### config.mk
export PLATFORM = sky130hd
export DESIGN_NAME = adc_monitor_sync_detect_regs
export DESIGN_NICKNAME = d
export VERILOG_FILES = /design/src/mon_pkg.sv /design/src/mon_if.sv /design/src/level_detect.sv /design/src/result_port.sv /design/src/adc_monitor_sync_detect_regs.sv
export SDC_FILE = /design/constraint.sdc
export NUM_CORES = 1
export LEC_CHECK = 0
export ABC_AREA = 1
export BUFFER_PORTS_ARGS = -buffer_cell sky130_fd_sc_hd__clkbuf_2
export CAP_MARGIN = 20
export CORE_ASPECT_RATIO = 1.2
export CORE_MARGIN = 2
export CORE_UTILIZATION = 40
export DETAILED_ROUTE_END_ITERATION = 10
export SYNTH_ARGS = -nofsm -noshare
export SYNTH_HDL_FRONTEND = slang
export SYNTH_HIERARCHICAL = 1
export SYNTH_SLANG_ARGS = --single-unit
export TNS_END_PERCENT = 30
### constraint.sdc
create_clock -name sys_clk_i -period 6.26 [get_ports sys_clk_i]
set_input_delay 1.252 -clock sys_clk_i [delete_from_list [all_inputs] [get_ports sys_clk_i]]
set_output_delay 1.252 -clock sys_clk_i [all_outputs]
set_load 0.005 [all_outputs]
### src/mon_pkg.sv
package mon_pkg;

  // ==========================================================
  // Register addresses
  localparam int ADDR_W = 13;
  localparam logic [12:0] ADDR_SYNC = 13'h0100;
  localparam logic [12:0] ADDR_FD_CTRL = 13'h0104;
  localparam logic [12:0] ADDR_COARSE = 13'h0105;
  localparam logic [12:0] ADDR_FHI_LO = 13'h0106;
  localparam logic [12:0] ADDR_FHI_HI = 13'h0107;
  localparam logic [12:0] ADDR_FLO_LO = 13'h0108;
  localparam logic [12:0] ADDR_FLO_HI = 13'h0109;
  localparam logic [12:0] ADDR_DWELL_LO = 13'h010A;
  localparam logic [12:0] ADDR_DWELL_HI = 13'h010B;
  localparam logic [12:0] ADDR_DC_CTRL = 13'h010C;
  localparam logic [12:0] ADDR_RESULT_SERIAL_PORT = 13'h0111;
  localparam logic [12:0] ADDR_MON_CTRL = 13'h0112;
  localparam logic [12:0] ADDR_PER_B0 = 13'h0113;
  localparam logic [12:0] ADDR_PER_B1 = 13'h0114;
  localparam logic [12:0] ADDR_PER_B2 = 13'h0115;
  localparam logic [12:0] ADDR_RES_A0 = 13'h0116;
  localparam logic [12:0] ADDR_RES_A1 = 13'h0117;
  localparam logic [12:0] ADDR_RES_A2 = 13'h0118;
  localparam logic [12:0] ADDR_RES_B0 = 13'h0119;
  localparam logic [12:0] ADDR_RES_B1 = 13'h011A;
  localparam logic [12:0] ADDR_RES_B2 = 13'h011B;

  // ==========================================================
  // Implemented bit masks and reset values
  localparam logic [7:0] MASK_SYNC = 8'h87;
  localparam logic [7:0] MASK_FD = 8'h0F;
  localparam logic [7:0] MASK_COARSE = 8'h07;
  localparam logic [7:0] MASK_HI5 = 8'h1F;
  localparam logic [7:0] MASK_DC = 8'h7F;
  localparam logic [7:0] MASK_RESULT_SERIAL_PORT = 8'h7F;
  localparam logic [7:0] MASK_MON = 8'h8F;
  localparam logic [7:0] RST_ZERO = 8'h00;
  localparam logic [7:0] RST_RESULT_SERIAL_PORT = 8'h04;
  localparam logic [23:0] RST_PERIOD = 24'h000080;
  localparam logic [23:0] PERIOD_MIN = 24'h000080;

  // ==========================================================
  // Field positions
  localparam int SYNC_MON_BIT = 7;
  localparam int SYNC_ONCE_BIT = 2;
  localparam int SYNC_DIV_BIT = 1;
  localparam int SYNC_MASTER_BIT = 0;
  localparam int FD_EN_BIT = 0;
  localparam int DC_FREEZE_BIT = 6;
  localparam int SP_RMS_BIT = 6;
  localparam int SP_PEAK_BIT = 5;
  localparam int SP_THR_BIT = 4;
  localparam int SP_SLEEP_BIT = 1;
  localparam int SP_EN_BIT = 0;
  localparam int MC_CPLX_BIT = 7;
  localparam int MC_MS_BIT = 3;
  localparam int MC_EN_BIT = 0;

  // ==========================================================
  // Widths, divider codes and levels
  localparam int MAG_W = 13;
  localparam int RES_W = 20;
  localparam logic [4:0] BITS_RMS = 5'h14;
  localparam logic [4:0] BITS_SHORT = 5'h0D;
  localparam logic [1:0] DIV_CODE_4 = 2'h2;
  localparam logic [1:0] DIV_CODE_8 = 2'h3;
  localparam logic [3:0] DIV_2 = 4'h2;
  localparam logic [3:0] DIV_4 = 4'h4;
  localparam logic [3:0] DIV_8 = 4'h8;
  localparam logic [12:0] COARSE_BASE = 13'h0020;
  localparam logic [1:0] MODE_CODE_PEAK = 2'h1;

  typedef enum logic [1:0] {MON_RMS, MON_PEAK, MON_THRESH} mon_mode_t;
  typedef enum logic {SP_IDLE, SP_SHIFT} sp_state_t;

endpackage : mon_pkg

### src/mon_if.sv
`timescale 1ns/100ps
// Threshold settings out, per-channel flags back
interface thr_if;
  logic [2:0] coarse_code;
  logic [12:0] high_level;
  logic [12:0] low_level;
  logic [15:0] dwell;
  logic [12:0] mag;
  logic coarse_hit;
  logic fine_high_flag;
  logic fine_low_flag;
  logic gain_raise;
  modport ctrl (output coarse_code, high_level, low_level, dwell, mag,
                input coarse_hit, fine_high_flag, fine_low_flag, gain_raise);
  modport det (input coarse_code, high_level, low_level, dwell, mag,
               output coarse_hit, fine_high_flag, fine_low_flag, gain_raise);
endinterface : thr_if

// Result words to the serial result port
interface sp_if;
  logic start;
  logic en;
  logic sleep;
  logic [1:0] div_code;
  logic [4:0] nbits;
  logic [19:0] word_a;
  logic [19:0] word_b;
  logic busy;
  logic bit_clk;
  logic bit_data;
  logic frame;
  modport ctrl (output start, en, sleep, div_code, nbits, word_a, word_b,
                input busy, bit_clk, bit_data, frame);
  modport port (input start, en, sleep, div_code, nbits, word_a, word_b,
                output busy, bit_clk, bit_data, frame);
endinterface : sp_if

### src/level_detect.sv
`timescale 1ns/100ps
module level_detect
  import mon_pkg::*;
(
  // Clock and reset
  input wire logic sys_clk_i,
  input wire logic reset_n_i,
  // Settings and flags
  thr_if.det thr
);

  logic [15:0] below_cnt_q;
  logic [15:0] below_cnt_d;
  logic below;

  // Consecutive cycles below the fine low level, saturating
  assign below = thr.mag < thr.low_level;
  always_comb begin
    below_cnt_d = 16'h0000;
    if (below) begin
      below_cnt_d = (below_cnt_q == 16'hFFFF) ? below_cnt_q : below_cnt_q + 16'h0001;
    end
  end

  // Level comparisons and dwell qualified gain request
  always_ff @(posedge sys_clk_i or negedge reset_n_i) begin
    if (!reset_n_i) begin
      below_cnt_q <= 16'h0000;
      thr.coarse_hit <= 1'b0;
      thr.fine_high_flag <= 1'b0;
      thr.fine_low_flag <= 1'b0;
      thr.gain_raise <= 1'b0;
    end else begin
      below_cnt_q <= below_cnt_d;
      thr.coarse_hit <= thr.mag >= (COARSE_BASE << thr.coarse_code);
      thr.fine_high_flag <= thr.mag > thr.high_level;
      thr.fine_low_flag <= below;
      thr.gain_raise <= below && (below_cnt_d >= thr.dwell);
    end
  end

endmodule : level_detect

### src/result_port.sv
`timescale 1ns/100ps
module result_port
  import mon_pkg::*;
(
  // Clock and reset
  input wire logic sys_clk_i,
  input wire logic reset_n_i,
  // Result words and serial pins
  sp_if.port sp
);

  sp_state_t state_q;
  logic [3:0] div_cnt_q;
  logic [3:0] div_n;
  logic [39:0] shift_q;
  logic [5:0] left_q;
  logic wrap;

  // Bit clock ratio from the divide field
  always_comb begin
    case (sp.div_code)
      DIV_CODE_4: div_n = DIV_4;
      DIV_CODE_8: div_n = DIV_8;
      default: div_n = DIV_2;
    endcase
  end
  assign wrap = div_cnt_q >= div_n - 4'h1;

  // Free running divider, one bit per wrap
  always_ff @(posedge sys_clk_i or negedge reset_n_i) begin
    if (!reset_n_i) begin
      div_cnt_q <= 4'h0;
    end else begin
      div_cnt_q <= wrap ? 4'h0 : div_cnt_q + 4'h1;
    end
  end

  // Shifter: channel A then channel B, MSB first
  always_ff @(posedge sys_clk_i or negedge reset_n_i) begin
    if (!reset_n_i) begin
      state_q <= SP_IDLE;
      shift_q <= 40'h0000000000;
      left_q <= 6'h00;
      sp.bit_data <= 1'b0;
      sp.frame <= 1'b0;
    end else begin
      case (state_q)
        SP_IDLE: begin
          if (sp.start && sp.en) begin
            shift_q <= {sp.word_a << (BITS_RMS - sp.nbits), 20'h00000}
              | ({20'h00000, sp.word_b << (BITS_RMS - sp.nbits)} << (BITS_RMS - sp.nbits));
            left_q <= {sp.nbits, 1'b0};
            state_q <= SP_SHIFT;
          end
        end
        SP_SHIFT: begin
          if (wrap) begin
            if (left_q == 6'h00) begin
              state_q <= SP_IDLE;
              sp.frame <= 1'b0;
              sp.bit_data <= 1'b0;
            end else begin
              sp.bit_data <= shift_q[39];
              sp.frame <= 1'b1;
              shift_q <= {shift_q[38:0], 1'b0};
              left_q <= left_q - 6'h01;
            end
          end
        end
        default: state_q <= SP_IDLE;
      endcase
    end
  end

  // Bit clock, held low while idle in sleep
  always_ff @(posedge sys_clk_i or negedge reset_n_i) begin
    if (!reset_n_i) begin
      sp.bit_clk <= 1'b0;
    end else begin
      sp.bit_clk <= (state_q == SP_SHIFT || !sp.sleep) && (div_cnt_q < (div_n >> 1));
    end
  end
  assign sp.busy = state_q == SP_SHIFT;

endmodule : result_port

### src/adc_monitor_sync_detect_regs.sv
`timescale 1ns/100ps
module adc_monitor_sync_detect_regs
  import mon_pkg::*;
#(
  parameter int REG_ADDR_W = ADDR_W
) (
  // Clock and reset
  input wire logic sys_clk_i,
  input wire logic reset_n_i,
  // Serial control port register access
  input wire logic [REG_ADDR_W-1:0] reg_addr_i,
  input wire logic [7:0] reg_wdata_i,
  input wire logic reg_wr_i,
  input wire logic reg_rd_i,
  output logic [7:0] reg_rdata_o,
  output logic reg_rvalid_o,
  // External sync
  input wire logic sync_i,
  output logic monitor_sync_o,
  output logic divider_sync_o,
  // Sample magnitudes and channel state
  input wire logic [12:0] mag_a_i,
  input wire logic [12:0] mag_b_i,
  input wire logic interleave_i,
  input wire logic chan_a_off_i,
  input wire logic chan_b_off_i,
  // Fast flag pins and level flags
  output logic [3:0] fast_flag_o,
  output logic fast_flag_oe_o,
  output logic [1:0] fine_high_flag_o,
  output logic [1:0] fine_low_flag_o,
  output logic [1:0] gain_raise_o,
  // Monitor datapath
  input wire logic [13:0] dc_calc_a_i,
  input wire logic [13:0] dc_calc_b_i,
  output logic [13:0] dc_applied_a_o,
  output logic [13:0] dc_applied_b_o,
  output logic [7:0] dc_ctrl_o,
  input wire logic [19:0] result_a_i,
  input wire logic [19:0] result_b_i,
  output logic monitor_en_o,
  output logic [1:0] monitor_mode_o,
  output logic monitor_ms_o,
  output logic monitor_complex_o,
  output logic period_end_o,
  // Result serial port
  output logic result_serial_port_clk_o,
  output logic result_serial_port_data_o,
  output logic result_serial_port_frame_o
);

  // ==========================================================
  // Elaboration checks
  if (REG_ADDR_W < ADDR_W) begin : g_addr_check
    $error("register address width too small");
  end

  // ==========================================================
  // Register state
  logic [7:0] sync_ctrl_q;
  logic [7:0] fd_ctrl_q;
  logic [7:0] coarse_q;
  logic [12:0] fine_high_q;
  logic [12:0] fine_low_q;
  logic [15:0] dwell_q;
  logic [7:0] dc_ctrl_q;
  logic [7:0] result_serial_port_q;
  logic [7:0] mon_ctrl_q;
  logic [23:0] period_q;
  logic [19:0] res_a_q;
  logic [19:0] res_b_q;
  logic [12:0] addr;
  logic wr_sync;
  logic sync_master;
  logic div_pass;
  logic mon_pass;

  assign addr = reg_addr_i[ADDR_W-1:0];
  assign wr_sync = reg_wr_i && (addr == ADDR_SYNC);
  assign sync_master = sync_ctrl_q[SYNC_MASTER_BIT];
  assign div_pass = sync_i && sync_master && sync_ctrl_q[SYNC_DIV_BIT];
  assign mon_pass = sync_i && sync_master && sync_ctrl_q[SYNC_MON_BIT];

  // Sync control, with divider enable self-clearing in next-sync-only use
  always_ff @(posedge sys_clk_i or negedge reset_n_i) begin
    if (!reset_n_i) begin
      sync_ctrl_q <= RST_ZERO;
    end else if (wr_sync) begin
      sync_ctrl_q <= reg_wdata_i & MASK_SYNC;
    end else if (div_pass && sync_ctrl_q[SYNC_ONCE_BIT]) begin
      sync_ctrl_q[SYNC_DIV_BIT] <= 1'b0;
    end
  end

  // Sync outputs
  always_ff @(posedge sys_clk_i or negedge reset_n_i) begin
    if (!reset_n_i) begin
      monitor_sync_o <= 1'b0;
      divider_sync_o <= 1'b0;
    end else begin
      monitor_sync_o <= mon_pass;
      divider_sync_o <= div_pass;
    end
  end

  // Read-write configuration registers
  always_ff @(posedge sys_clk_i or negedge reset_n_i) begin
    if (!reset_n_i) begin
      fd_ctrl_q <= RST_ZERO;
      coarse_q <= RST_ZERO;
      fine_high_q <= 13'h0000;
      fine_low_q <= 13'h0000;
      dwell_q <= 16'h0000;
      dc_ctrl_q <= RST_ZERO;
      result_serial_port_q <= RST_RESULT_SERIAL_PORT;
      mon_ctrl_q <= RST_ZERO;
      period_q <= RST_PERIOD;
    end else if (reg_wr_i) begin
      case (addr)
        ADDR_FD_CTRL: fd_ctrl_q <= reg_wdata_i & MASK_FD;
        ADDR_COARSE: coarse_q <= reg_wdata_i & MASK_COARSE;
        ADDR_FHI_LO: fine_high_q[7:0] <= reg_wdata_i;
        ADDR_FHI_HI: fine_high_q[12:8] <= reg_wdata_i[4:0];
        ADDR_FLO_LO: fine_low_q[7:0] <= reg_wdata_i;
        ADDR_FLO_HI: fine_low_q[12:8] <= reg_wdata_i[4:0];
        ADDR_DWELL_LO: dwell_q[7:0] <= reg_wdata_i;
        ADDR_DWELL_HI: dwell_q[15:8] <= reg_wdata_i;
        ADDR_DC_CTRL: dc_ctrl_q <= reg_wdata_i & MASK_DC;
        ADDR_RESULT_SERIAL_PORT: result_serial_port_q <= reg_wdata_i & MASK_RESULT_SERIAL_PORT;
        ADDR_MON_CTRL: mon_ctrl_q <= reg_wdata_i & MASK_MON;
        ADDR_PER_B0: period_q[7:0] <= reg_wdata_i;
        ADDR_PER_B1: period_q[15:8] <= reg_wdata_i;
        ADDR_PER_B2: period_q[23:16] <= reg_wdata_i;
        default: ;
      endcase
    end
  end

  // Read port, unmapped and reserved bits return zero
  always_ff @(posedge sys_clk_i or negedge reset_n_i) begin
    if (!reset_n_i) begin
      reg_rdata_o <= 8'h00;
      reg_rvalid_o <= 1'b0;
    end else begin
      reg_rvalid_o <= reg_rd_i;
      if (reg_rd_i) begin
        case (addr)
          ADDR_SYNC: reg_rdata_o <= sync_ctrl_q;
          ADDR_FD_CTRL: reg_rdata_o <= fd_ctrl_q;
          ADDR_COARSE: reg_rdata_o <= coarse_q;
          ADDR_FHI_LO: reg_rdata_o <= fine_high_q[7:0];
          ADDR_FHI_HI: reg_rdata_o <= {3'h0, fine_high_q[12:8]};
          ADDR_FLO_LO: reg_rdata_o <= fine_low_q[7:0];
          ADDR_FLO_HI: reg_rdata_o <= {3'h0, fine_low_q[12:8]};
          ADDR_DWELL_LO: reg_rdata_o <= dwell_q[7:0];
          ADDR_DWELL_HI: reg_rdata_o <= dwell_q[15:8];
          ADDR_DC_CTRL: reg_rdata_o <= dc_ctrl_q;
          ADDR_RESULT_SERIAL_PORT: reg_rdata_o <= result_serial_port_q;
          ADDR_MON_CTRL: reg_rdata_o <= mon_ctrl_q;
          ADDR_PER_B0: reg_rdata_o <= period_q[7:0];
          ADDR_PER_B1: reg_rdata_o <= period_q[15:8];
          ADDR_PER_B2: reg_rdata_o <= period_q[23:16];
          ADDR_RES_A0: reg_rdata_o <= res_a_q[7:0];
          ADDR_RES_A1: reg_rdata_o <= res_a_q[15:8];
          ADDR_RES_A2: reg_rdata_o <= {4'h0, res_a_q[19:16]};
          ADDR_RES_B0: reg_rdata_o <= res_b_q[7:0];
          ADDR_RES_B1: reg_rdata_o <= res_b_q[15:8];
          ADDR_RES_B2: reg_rdata_o <= {4'h0, res_b_q[19:16]};
          default: reg_rdata_o <= 8'h00;
        endcase
      end
    end
  end

  // ==========================================================
  // Level detectors, one per channel
  logic [1:0][12:0] mag;
  logic [1:0][1:0] pick;
  logic [1:0] coarse_hit;
  logic [1:0] fine_high;
  logic [1:0] fine_low;
  logic [1:0] gain_raise;

  assign mag[0] = mag_a_i;
  assign mag[1] = mag_b_i;

  for (genvar g = 0; g < 2; g++) begin : g_chan
    thr_if tif();
    assign tif.coarse_code = coarse_q[2:0];
    assign tif.high_level = fine_high_q;
    assign tif.low_level = fine_low_q;
    assign tif.dwell = dwell_q;
    assign tif.mag = mag[g];
    assign coarse_hit[g] = tif.coarse_hit;
    assign fine_high[g] = tif.fine_high_flag;
    assign fine_low[g] = tif.fine_low_flag;
    assign gain_raise[g] = tif.gain_raise;

    level_detect u_detect (
      .sys_clk_i (sys_clk_i),
      .reset_n_i (reset_n_i),
      .thr (tif.det)
    );

    // Pin content for this channel from the mode field
    always_comb begin
      case (fd_ctrl_q[3:1])
        3'h0: pick[g] = {coarse_hit[g], fine_high[g]};
        3'h1: pick[g] = {fine_high[g], fine_low[g]};
        3'h2: pick[g] = {fine_high[g], gain_raise[g]};
        3'h3: pick[g] = {coarse_hit[g], gain_raise[g]};
        3'h4: pick[g] = {gain_raise[g], fine_low[g]};
        default: pick[g] = 2'h0;
      endcase
    end
  end

  // Level flag outputs
  always_ff @(posedge sys_clk_i or negedge reset_n_i) begin
    if (!reset_n_i) begin
      fine_high_flag_o <= 2'h0;
      fine_low_flag_o <= 2'h0;
      gain_raise_o <= 2'h0;
    end else begin
      fine_high_flag_o <= fine_high;
      fine_low_flag_o <= fine_low;
      gain_raise_o <= gain_raise;
    end
  end

  // ==========================================================
  // Fast flag pins, interleaved slot alternates channels
  logic slot_q;
  logic both_off;
  logic [1:0] act;

  assign both_off = chan_a_off_i && chan_b_off_i;
  always_comb begin
    if (chan_a_off_i) begin
      act = pick[1];
    end else if (chan_b_off_i) begin
      act = pick[0];
    end else begin
      act = slot_q ? pick[1] : pick[0];
    end
  end

  always_ff @(posedge sys_clk_i or negedge reset_n_i) begin
    if (!reset_n_i) begin
      slot_q <= 1'b0;
      fast_flag_o <= 4'h0;
      fast_flag_oe_o <= 1'b0;
    end else begin
      slot_q <= ~slot_q;
      if (!fd_ctrl_q[FD_EN_BIT]) begin
        fast_flag_o <= 4'h0;
        fast_flag_oe_o <= 1'b0;
      end else if (interleave_i) begin
        fast_flag_o <= {act, act};
        fast_flag_oe_o <= !both_off;
      end else begin
        fast_flag_o <= {pick[1], pick[0]};
        fast_flag_oe_o <= 1'b1;
      end
    end
  end

  // ==========================================================
  // Dc estimate hold while frozen
  always_ff @(posedge sys_clk_i or negedge reset_n_i) begin
    if (!reset_n_i) begin
      dc_applied_a_o <= 14'h0000;
      dc_applied_b_o <= 14'h0000;
      dc_ctrl_o <= 8'h00;
    end else begin
      dc_ctrl_o <= dc_ctrl_q;
      if (!dc_ctrl_q[DC_FREEZE_BIT]) begin
        dc_applied_a_o <= dc_calc_a_i;
        dc_applied_b_o <= dc_calc_b_i;
      end
    end
  end

  // ==========================================================
  // Monitor mode decode and period counter
  mon_mode_t mode;
  logic [23:0] period_eff;
  logic [23:0] per_cnt_q;
  logic per_wrap;
  logic mode_out_en;

  always_comb begin
    if (mon_ctrl_q[2:1] == 2'h0) begin
      mode = MON_RMS;
    end else if (mon_ctrl_q[2:1] == MODE_CODE_PEAK) begin
      mode = MON_PEAK;
    end else begin
      mode = MON_THRESH;
    end
  end
  assign period_eff = (period_q < PERIOD_MIN) ? PERIOD_MIN : period_q;
  assign per_wrap = mon_ctrl_q[MC_EN_BIT] && (per_cnt_q >= period_eff - 24'h000001);

  always_ff @(posedge sys_clk_i or negedge reset_n_i) begin
    if (!reset_n_i) begin
      per_cnt_q <= 24'h000000;
      period_end_o <= 1'b0;
      res_a_q <= 20'h00000;
      res_b_q <= 20'h00000;
    end else begin
      period_end_o <= per_wrap;
      if (!mon_ctrl_q[MC_EN_BIT] || mon_pass || per_wrap) begin
        per_cnt_q <= 24'h000000;
      end else begin
        per_cnt_q <= per_cnt_q + 24'h000001;
      end
      if (per_wrap) begin
        res_a_q <= result_a_i;
        res_b_q <= result_b_i;
      end
    end
  end

  // Monitor control outputs
  always_ff @(posedge sys_clk_i or negedge reset_n_i) begin
    if (!reset_n_i) begin
      monitor_en_o <= 1'b0;
      monitor_mode_o <= 2'h0;
      monitor_ms_o <= 1'b0;
      monitor_complex_o <= 1'b0;
    end else begin
      monitor_en_o <= mon_ctrl_q[MC_EN_BIT];
      monitor_mode_o <= mode;
      monitor_ms_o <= mon_ctrl_q[MC_MS_BIT];
      monitor_complex_o <= mon_ctrl_q[MC_CPLX_BIT];
    end
  end

  // ==========================================================
  // Serial result port
  sp_if spi();

  always_comb begin
    case (mode)
      MON_RMS: mode_out_en = result_serial_port_q[SP_RMS_BIT];
      MON_PEAK: mode_out_en = result_serial_port_q[SP_PEAK_BIT];
      default: mode_out_en = result_serial_port_q[SP_THR_BIT];
    endcase
  end
  assign spi.start = period_end_o && mode_out_en;
  assign spi.en = result_serial_port_q[SP_EN_BIT];
  assign spi.sleep = result_serial_port_q[SP_SLEEP_BIT];
  assign spi.div_code = result_serial_port_q[3:2];
  assign spi.nbits = (mode == MON_RMS) ? BITS_RMS : BITS_SHORT;
  assign spi.word_a = res_a_q;
  assign spi.word_b = res_b_q;
  assign result_serial_port_clk_o = spi.bit_clk;
  assign result_serial_port_data_o = spi.bit_data;
  assign result_serial_port_frame_o = spi.frame;

  result_port u_port (
    .sys_clk_i (sys_clk_i),
    .reset_n_i (reset_n_i),
    .sp (spi.port)
  );

endmodule : adc_monitor_sync_detect_regs

# --- Yosys cells after proc, flatten, opt, wreduce, memory -nomap -nowiden ---
# Cells that the tools add are included.
classes:
  n_addsub: 8
  magnitude_cmp: 12
  eq_ne: 34
  n_shift: 4
  n_mux: 37
  bitwise: 3
  n_reduce_logical: 39
ops:
  columns: ["operator", "count"]
  rows:
  - ["$eq A13 B9 Y1 const B", 21]
  - ["$pmux W8 S21", 1]
  - ["$mux W40", 3]
  - ["$pmux W40 S2", 1]
  - ["$mux W16", 4]
  - ["$mux W24", 2]
  - ["$or A40 B40 Y40", 1]
  - ["$shl A20 B5 Y20", 2]
  - ["$shl A20 B5 Y40", 1]
  - ["$add A16 B1 Y16 const B", 2]
  - ["$eq A16 B16 Y1 const B", 2]
  - ["$ge A16 B16 Y1", 2]
  - ["$reduce_and A2 Y1", 15]
  - ["$ge A13 B13 Y1", 2]
  - ["$gt A13 B13 Y1", 2]
  - ["$lt A13 B13 Y1", 2]
  - ["$add A24 B1 Y24 const B", 1]
  - ["$ge A24 B24 Y1", 1]
  - ["$lt A24 B8 Y1 const B", 1]
  - ["$sub A24 B1 Y24 const B", 1]
  - ["$pmux W2 S5", 2]
  - ["$mux W6", 3]
  - ["$shl A6 B3 Y13 const A", 1]
  - ["$logic_and A1 B1 Y1", 12]
  - ["other kinds (28)", 52]
word_totals:
  ff_bits: 318
  inputBits: 123
  out_inout_bits: 67
  elab_cells: 191

# --- Longest topological paths before layout ---
logic_depth:
  depth_word: 11
  depth_mapped: 27
  depth_no_buf: 23

# --- Hierarchy ---
# Netlist, hierarchy kept.
modules_own_cells:
  columns: ["mod", "n_inst", "cells_per_inst", "area_per_inst_um2", "seq_area_each_um2"]
  rows:
  - ["adc_monitor_sync_detect_regs", 1, 1415, 11693.7, 5607.9]
  - ["result_port", 1, 905, 5457.7, 1351.3]
  - ["level_detect", 2, 356, 2441.1, 500.5]

# --- Worst setup path after synthesis ---
# OpenSTA, ideal clock, no wires.
synth_path:
  path_kind: "flip-flop to flip-flop"
  from: "register mon_ctrl_q[2]"
  to: "register u_port.shift_q[38]"
  setup_time_ns: 0.116
  arrival_time_ns: 3.103
  slack_ns: 3.040
  stages_incl_launch_ff: 22
  path_cell_list: "dfrtp_1 > nor2_1 > inv_1 > inv_2 > buf_4 > buf_4 > buf_4 > buf_2 > ha_1 > buf_4 > inv_2 > buf_2 > buf_4 > buf_2 > mux2i_1 > nand2_1 > nand3_1 > a21oi_1 > a21oi_1 > nand3_1 > nand2_1 > nand2_1"
synth_via:
  elab_chain_cells: 11
  word_cells_on_any_way: 19
  cone_classes: "add/sub (1); eq/ne (3); shift (3); mux (6); bitwise (1); reduce/logical (5)"
synth_rtl:
  columns: ["element", "line", "rtl"]
  rows:
  - ["from (decl)", "adc_monitor_sync_detect_regs.sv:68", "logic [7:0] mon_ctrl_q;"]
  - ["from (signal assigned)", "adc_monitor_sync_detect_regs.sv:130", "ADDR_MON_CTRL: mon_ctrl_q <= reg_wdata_i & MASK_MON;"]
  - ["$eq A2 B1 Y1", "adc_monitor_sync_detect_regs.sv:295", "end else if (mon_ctrl_q[2:1] == MODE_CODE_PEAK) begin"]
  - ["$mux W2", "adc_monitor_sync_detect_regs.sv:295", null]
  - ["$mux W2 *", "adc_monitor_sync_detect_regs.sv:293", "if (mon_ctrl_q[2:1] == 2'h0) begin"]
  - ["$logic_not A2 Y1 *", "adc_monitor_sync_detect_regs.sv:354", "assign spi.nbits = (mode == MON_RMS) ? BITS_RMS : BITS_SHORT;"]
  - ["$mux W5 *", "adc_monitor_sync_detect_regs.sv:354", null]
  - ["net spi.nbits[4]", "mon_if.sv:25", "logic [4:0] nbits;"]
  - ["$sub A5 B5 Y5 *", "result_port.sv:50, result_port.sv:51", null]
  - ["$shl A20 B5 Y20", "result_port.sv:51", "| ({20'h00000, sp.word_b << (BITS_RMS - sp.nbits)} << (BITS_RMS - sp.nbits));"]
  - ["$shl A20 B5 Y40", "result_port.sv:51", null]
  - ["$or A40 B40 Y40 *", "result_port.sv:51", null]
  - ["$mux W40 *", "result_port.sv:49", "if (sp.start && sp.en) begin"]
  - ["$pmux W40 S2 *", "result_port.sv:47", "case (state_q)"]
  - ["to (signal assigned)", "result_port.sv:50", "shift_q <= {sp.word_a << (BITS_RMS - sp.nbits), 20'h00000}"]
  - ["to (signal assigned)", "result_port.sv:65", "shift_q <= {shift_q[38:0], 1'b0};"]
  - ["to (decl)", "result_port.sv:15", "logic [39:0] shift_q;"]
# The timed path passes the listed nets; every way through them passes the cells marked *. The select of a mux whose other input is x is not followed.
# A chain may end at the register's enable or synchronous reset.

# --- Worst setup path after layout ---
layout_path:
  from: "register period_q[22]"
  to: "register res_a_q[8]"
layout_via:
  elab_chain_cells: 5
layout_rtl:
  columns: ["element", "line", "rtl"]
  rows:
  - ["from (decl)", "adc_monitor_sync_detect_regs.sv:69", "logic [23:0] period_q;"]
  - ["from (signal assigned)", "adc_monitor_sync_detect_regs.sv:133", "ADDR_PER_B2: period_q[23:16] <= reg_wdata_i;"]
  - ["$lt A24 B8 Y1", "adc_monitor_sync_detect_regs.sv:301", "assign period_eff = (period_q < PERIOD_MIN) ? PERIOD_MIN : period_q;"]
  - ["$mux W24 *", "adc_monitor_sync_detect_regs.sv:301", null]
  - ["$sub A24 B1 Y24 *", "adc_monitor_sync_detect_regs.sv:302", "assign per_wrap = mon_ctrl_q[MC_EN_BIT] && (per_cnt_q >= period_eff - 24'h000001);"]
  - ["$ge A24 B24 Y1 *", "adc_monitor_sync_detect_regs.sv:302", null]
  - ["$logic_and A1 B1 Y1 *", "adc_monitor_sync_detect_regs.sv:302", null]
  - ["to (signal assigned)", "adc_monitor_sync_detect_regs.sv:318", "res_a_q <= result_a_i;"]
  - ["to (decl)", "adc_monitor_sync_detect_regs.sv:70", "logic [19:0] res_a_q;"]
# Every way passes the cells marked *; elsewhere a longest branch is shown, timed or not.

==> results.md <==
* Status: completed
* Max-cap violations at 0
* Power Density at around 240 mW/mm^2
* Vias at around 21k
* Number of flops mapped to enable cells by yosys at 0
* Gr ovfl total at 0
* Tot Pwr at 5866 uW
* RSZ-0062 raised after global routing: no
* Mapped Cells at 3032
* Setup TNS at 0 ns
* R2R Path Start: period_q[22]
* XOR/XNOR Fraction of Synth Area at 2.107%
* # nets final at 3420
* Skew final at about 0.024 ns
* Synth Area in Adders at ~7.6%
* CTS buffer count at 38
* Post-route clock period utilization at 68.18%
* Cell taking the most area after synthesis: dfrtp_1
* Mapped Area at 0.02203 sq mm
* H-tree depth at 2
* CTS clk-pin slew, worst paths at 0.06 ns
* Residual DRC at 0
* Clock root cell: clkbuf_16
* Mux cell area share after synthesis at under 10%
* DR WL/cell at 17.82 microns
* Top area cells in the synthesized netlist: dfrtp_1 (36%), nand2_1 (15%), nand3_1 (9.7%)
* CP Capture Type: flop
* Die width at approximately 220 microns
* Sequential element share of the synthesized area at between 30% and 40%
* Yosys cell types at 59
* Clk buf depth at 3
* Worst EP arrival at about 4.7 ns
* Top cell type's share of synthesized area at approximately 36%
* Total length of routed wires at around 70000 microns
* Leakage at between 0.01 and 0.015 uW
* Met3 wire len at slightly below 4000 microns
* Fmax achieved at around 230 MHz
* Hold crit path type: flop to flop
* Clk sink count at 318
* Worst vdd ir at 0.4287 mV
* Overall fraction of global-route tracks in use at about a quarter
* Critical Path Sink: res_a_q[8]
* Vias in the first global route at just over 20k
* Slew margin rel. at 29.70%
* Origin of the worst setup path: period_q[22]
* Most used DFF post-synth: dfrtp_1
* Max Used Layer: met5
* Crit-path max FO at between 40 and 50
* Area Overhead vs Synth at 12.31%
* Slew Viols, Final at 0
* WL met1 at ~30000 microns
* Post-CTS Setup Bufs at 0
* CTS tree: done
* First-pass GRT wire length at between 100000 and 150000 microns
* # rows at between 90 and 100
* GPL Wtd Cong at between 0.9 and 1
* Finished Layout Cells at between 3k and 4k
* Die footprint at between 0.05 and 0.06 sq mm
* Final design utilization at roughly 45%
* Ports at 190
* Metal2 WL at about 34000 microns
* Layout cells sized above 1 at 13.69%
* Final Hold Fails at 0
* Synth Area per Inst at just over 7 sq um
* Routed Antenna Nets at 0
* R2R setup slack at between 1.5 and 2 ns
* Number of DRC markers in iteration 0 at between 1.5k and 2k
* Core outline area at approximately 0.055 sq mm
* Required time worst endpoint at between 6 and 7 ns
* FF-to-FF path depth at 22
* Final setup viols at 0
* Largest net degree at the start of global routing at between 100 and 150
* PortBufs at ~190
* Initial DRT Pass Iterations at 6
* Cell count of the worst hold path at 0
* Synth Area in Compound Gates at 8.189%
* Cells after DPL at about 3.8k
* Crit start category: flop
* Die Ht at between 200 and 300 microns
* Post-cts resize count at 0
* Worst-margin pin slew at about 1.1 ns
* Simple-gate share of the synthesized area at between 30% and 40%
* FF-to-FF End: res_a_q[8]
* Largest family of logic cells by synthesized area: simple AND/OR/NAND/NOR gates
* Antenna violations before repair at 4
* Vias/cell at 5.367
* Starting Density at between 40% and 50%
* Clk Latency, worst-skew pair at around 0.57 ns
* HPWL after detailed placement at roughly 52000 microns
* FF+latch count, synth at about 320
* YS warnings at 6
* Post-route minimum period at approximately 4.3 ns
* Hold_buf cts at 0
* Asr flop ratio synth at 100.0%
* WS Path Type: flop to flop
==> layout make-up <==
type | instances | area, sq um
clock buffers | 51 | 1101
flip-flops and latches | 318 | 7960
clock inverters | 17 | 230.2
inverters | 300 | 1136
well taps | 720 | 900.9
diodes | 1 | 2.502
fillers | 5520 | 29940
repair buffers | 205 | 1131
multi-input cells | 2300 | 12280
==> stage by stage <==
step | hold slack, ns | cell area [sq um] | setup WS [ns]
2_1_floorplan | 0.3519 | 22060 | 3.040
3_3_place_gp | 0.3898 | 23370 | 2.097
3_5_place_dp | 0.3816 | 23400 | 2.031
4_1_cts | 0.4074 | 24730 | 1.977
5_1_grt | 0.4167 | 24750 | 1.457
6_report | 0.4110 | 24750 | 1.992
==> layout by cell type, fill, tap and decap left out, types with 10 or more instances in the layout <==
cell type,instances
clkbuf_16,39
nor2_2,31
inv_2,13
nand3_1,429
nor3_1,35
ha_1,134
mux2_2,28
a31oi_1,10
xnor2_1,23
o211ai_1,12
clkbuf_2,187
o21ai_1,74
a21oi_1,83
nor2_4,22
nor2_1,237
nand2_2,21
nand2_1,876
o21ai_0,109
xor2_1,30
nand3_2,11
nand4_1,52
inv_1,285
dfrtp_1,316
buf_4,13
==> report_power, final <==
group,internal (uW),switching [uW],total [uW],leakage [uW]
Sequential,2230,92.3,2320,0.00404
Combinational,382,769,1150,0.00742
Clock,1450,944,2390,0.000655
Total,4060,1810,5870,0.0121
==> Yosys cell counts (all sizes together), types with 3 or more instances <==
library cell and count:
xnor2 23, mux2i 8, dfrtp 316, nand3 443, nor4 3, nor2 297
a31oi 10, xor2 30, conb 3, inv 298, ha 134, mux2 28
o221ai 9, a21oi 90, nor3 39, nand2 902, clkbuf 32, o21ai 187
nand4 55, o211ai 12, buf 88
==> kinds of logic after synthesis <==
family / Yosys count
compound gates: 324
other cells: 3
simple gates: 1744
buf+inv: 420
xor+xnor: 53
mux: 36
fa+ha+maj: 134
flops: 318
==> registers in the layout (all words and copies together), names as in the netlist, 3 cells and up <==
register,flops
coarse_q,3
dc_applied_a_o,14
u_port/left_q,6
dc_ctrl_q,7
fast_flag_o,4
fine_low_q,13
period_q,24
u_port/shift_q,40
u_port/div_cnt_q,4
reg_rdata_o,8
fine_high_q,13
per_cnt_q,24
res_b_q,20
dwell_q,16
result_serial_port_q,7
sync_ctrl_q,4
fd_ctrl_q,4
g_chan.u_detect/below_cnt_q,32
res_a_q,20
dc_applied_b_o,14
mon_ctrl_q,5
dc_ctrl_o,7
==> worst max-delay path: stages, from the launching register on <==
cell and delay, ns:
dfrtp_1 0.45, inv_1 0.15, nand3_1 0.12, nor2_2 0.13, nand2_2 0.19, nand2_1 0.14
ha_1 0.27, nand2_2 0.14, nor2_4 0.14, nand2_1 0.09, xor2_1 0.17, ha_1 0.28
nand2_1 0.07, nor2_1 0.15, nand4_1 0.13, nor2_1 0.12, nand2_1 0.07, nand4_1 0.10
buf_4 0.36, nand2_1 0.38, buf_4 0.35, nand2_1 0.09, nand2_1 0.06
==> layer usage <==
layer	vias up	global-route usage (%)
li1	10220	-
met1	9952	31.49
met2	671	42.20
met3	144	3.566
met4	6	8.560
met5	-	0
==> worst min path at each step <==
stage | from | endpoint
4_1_cts | g_chan[1].u_detect/thr.fine_low_flag | fine_low_flag_o[1]
5_1_grt | g_chan[1].u_detect/thr.fine_low_flag | fine_low_flag_o[1]
2_1_floorplan | mon_ctrl_q[0] | monitor_en_o
3_5_place_dp | g_chan[1].u_detect/thr.fine_low_flag | fine_low_flag_o[1]
3_3_place_gp | g_chan[1].u_detect/thr.fine_low_flag | fine_low_flag_o[1]
6_report | g_chan[1].u_detect/thr.fine_low_flag | fine_low_flag_o[1]
Power figures use the tool's default switching activity.
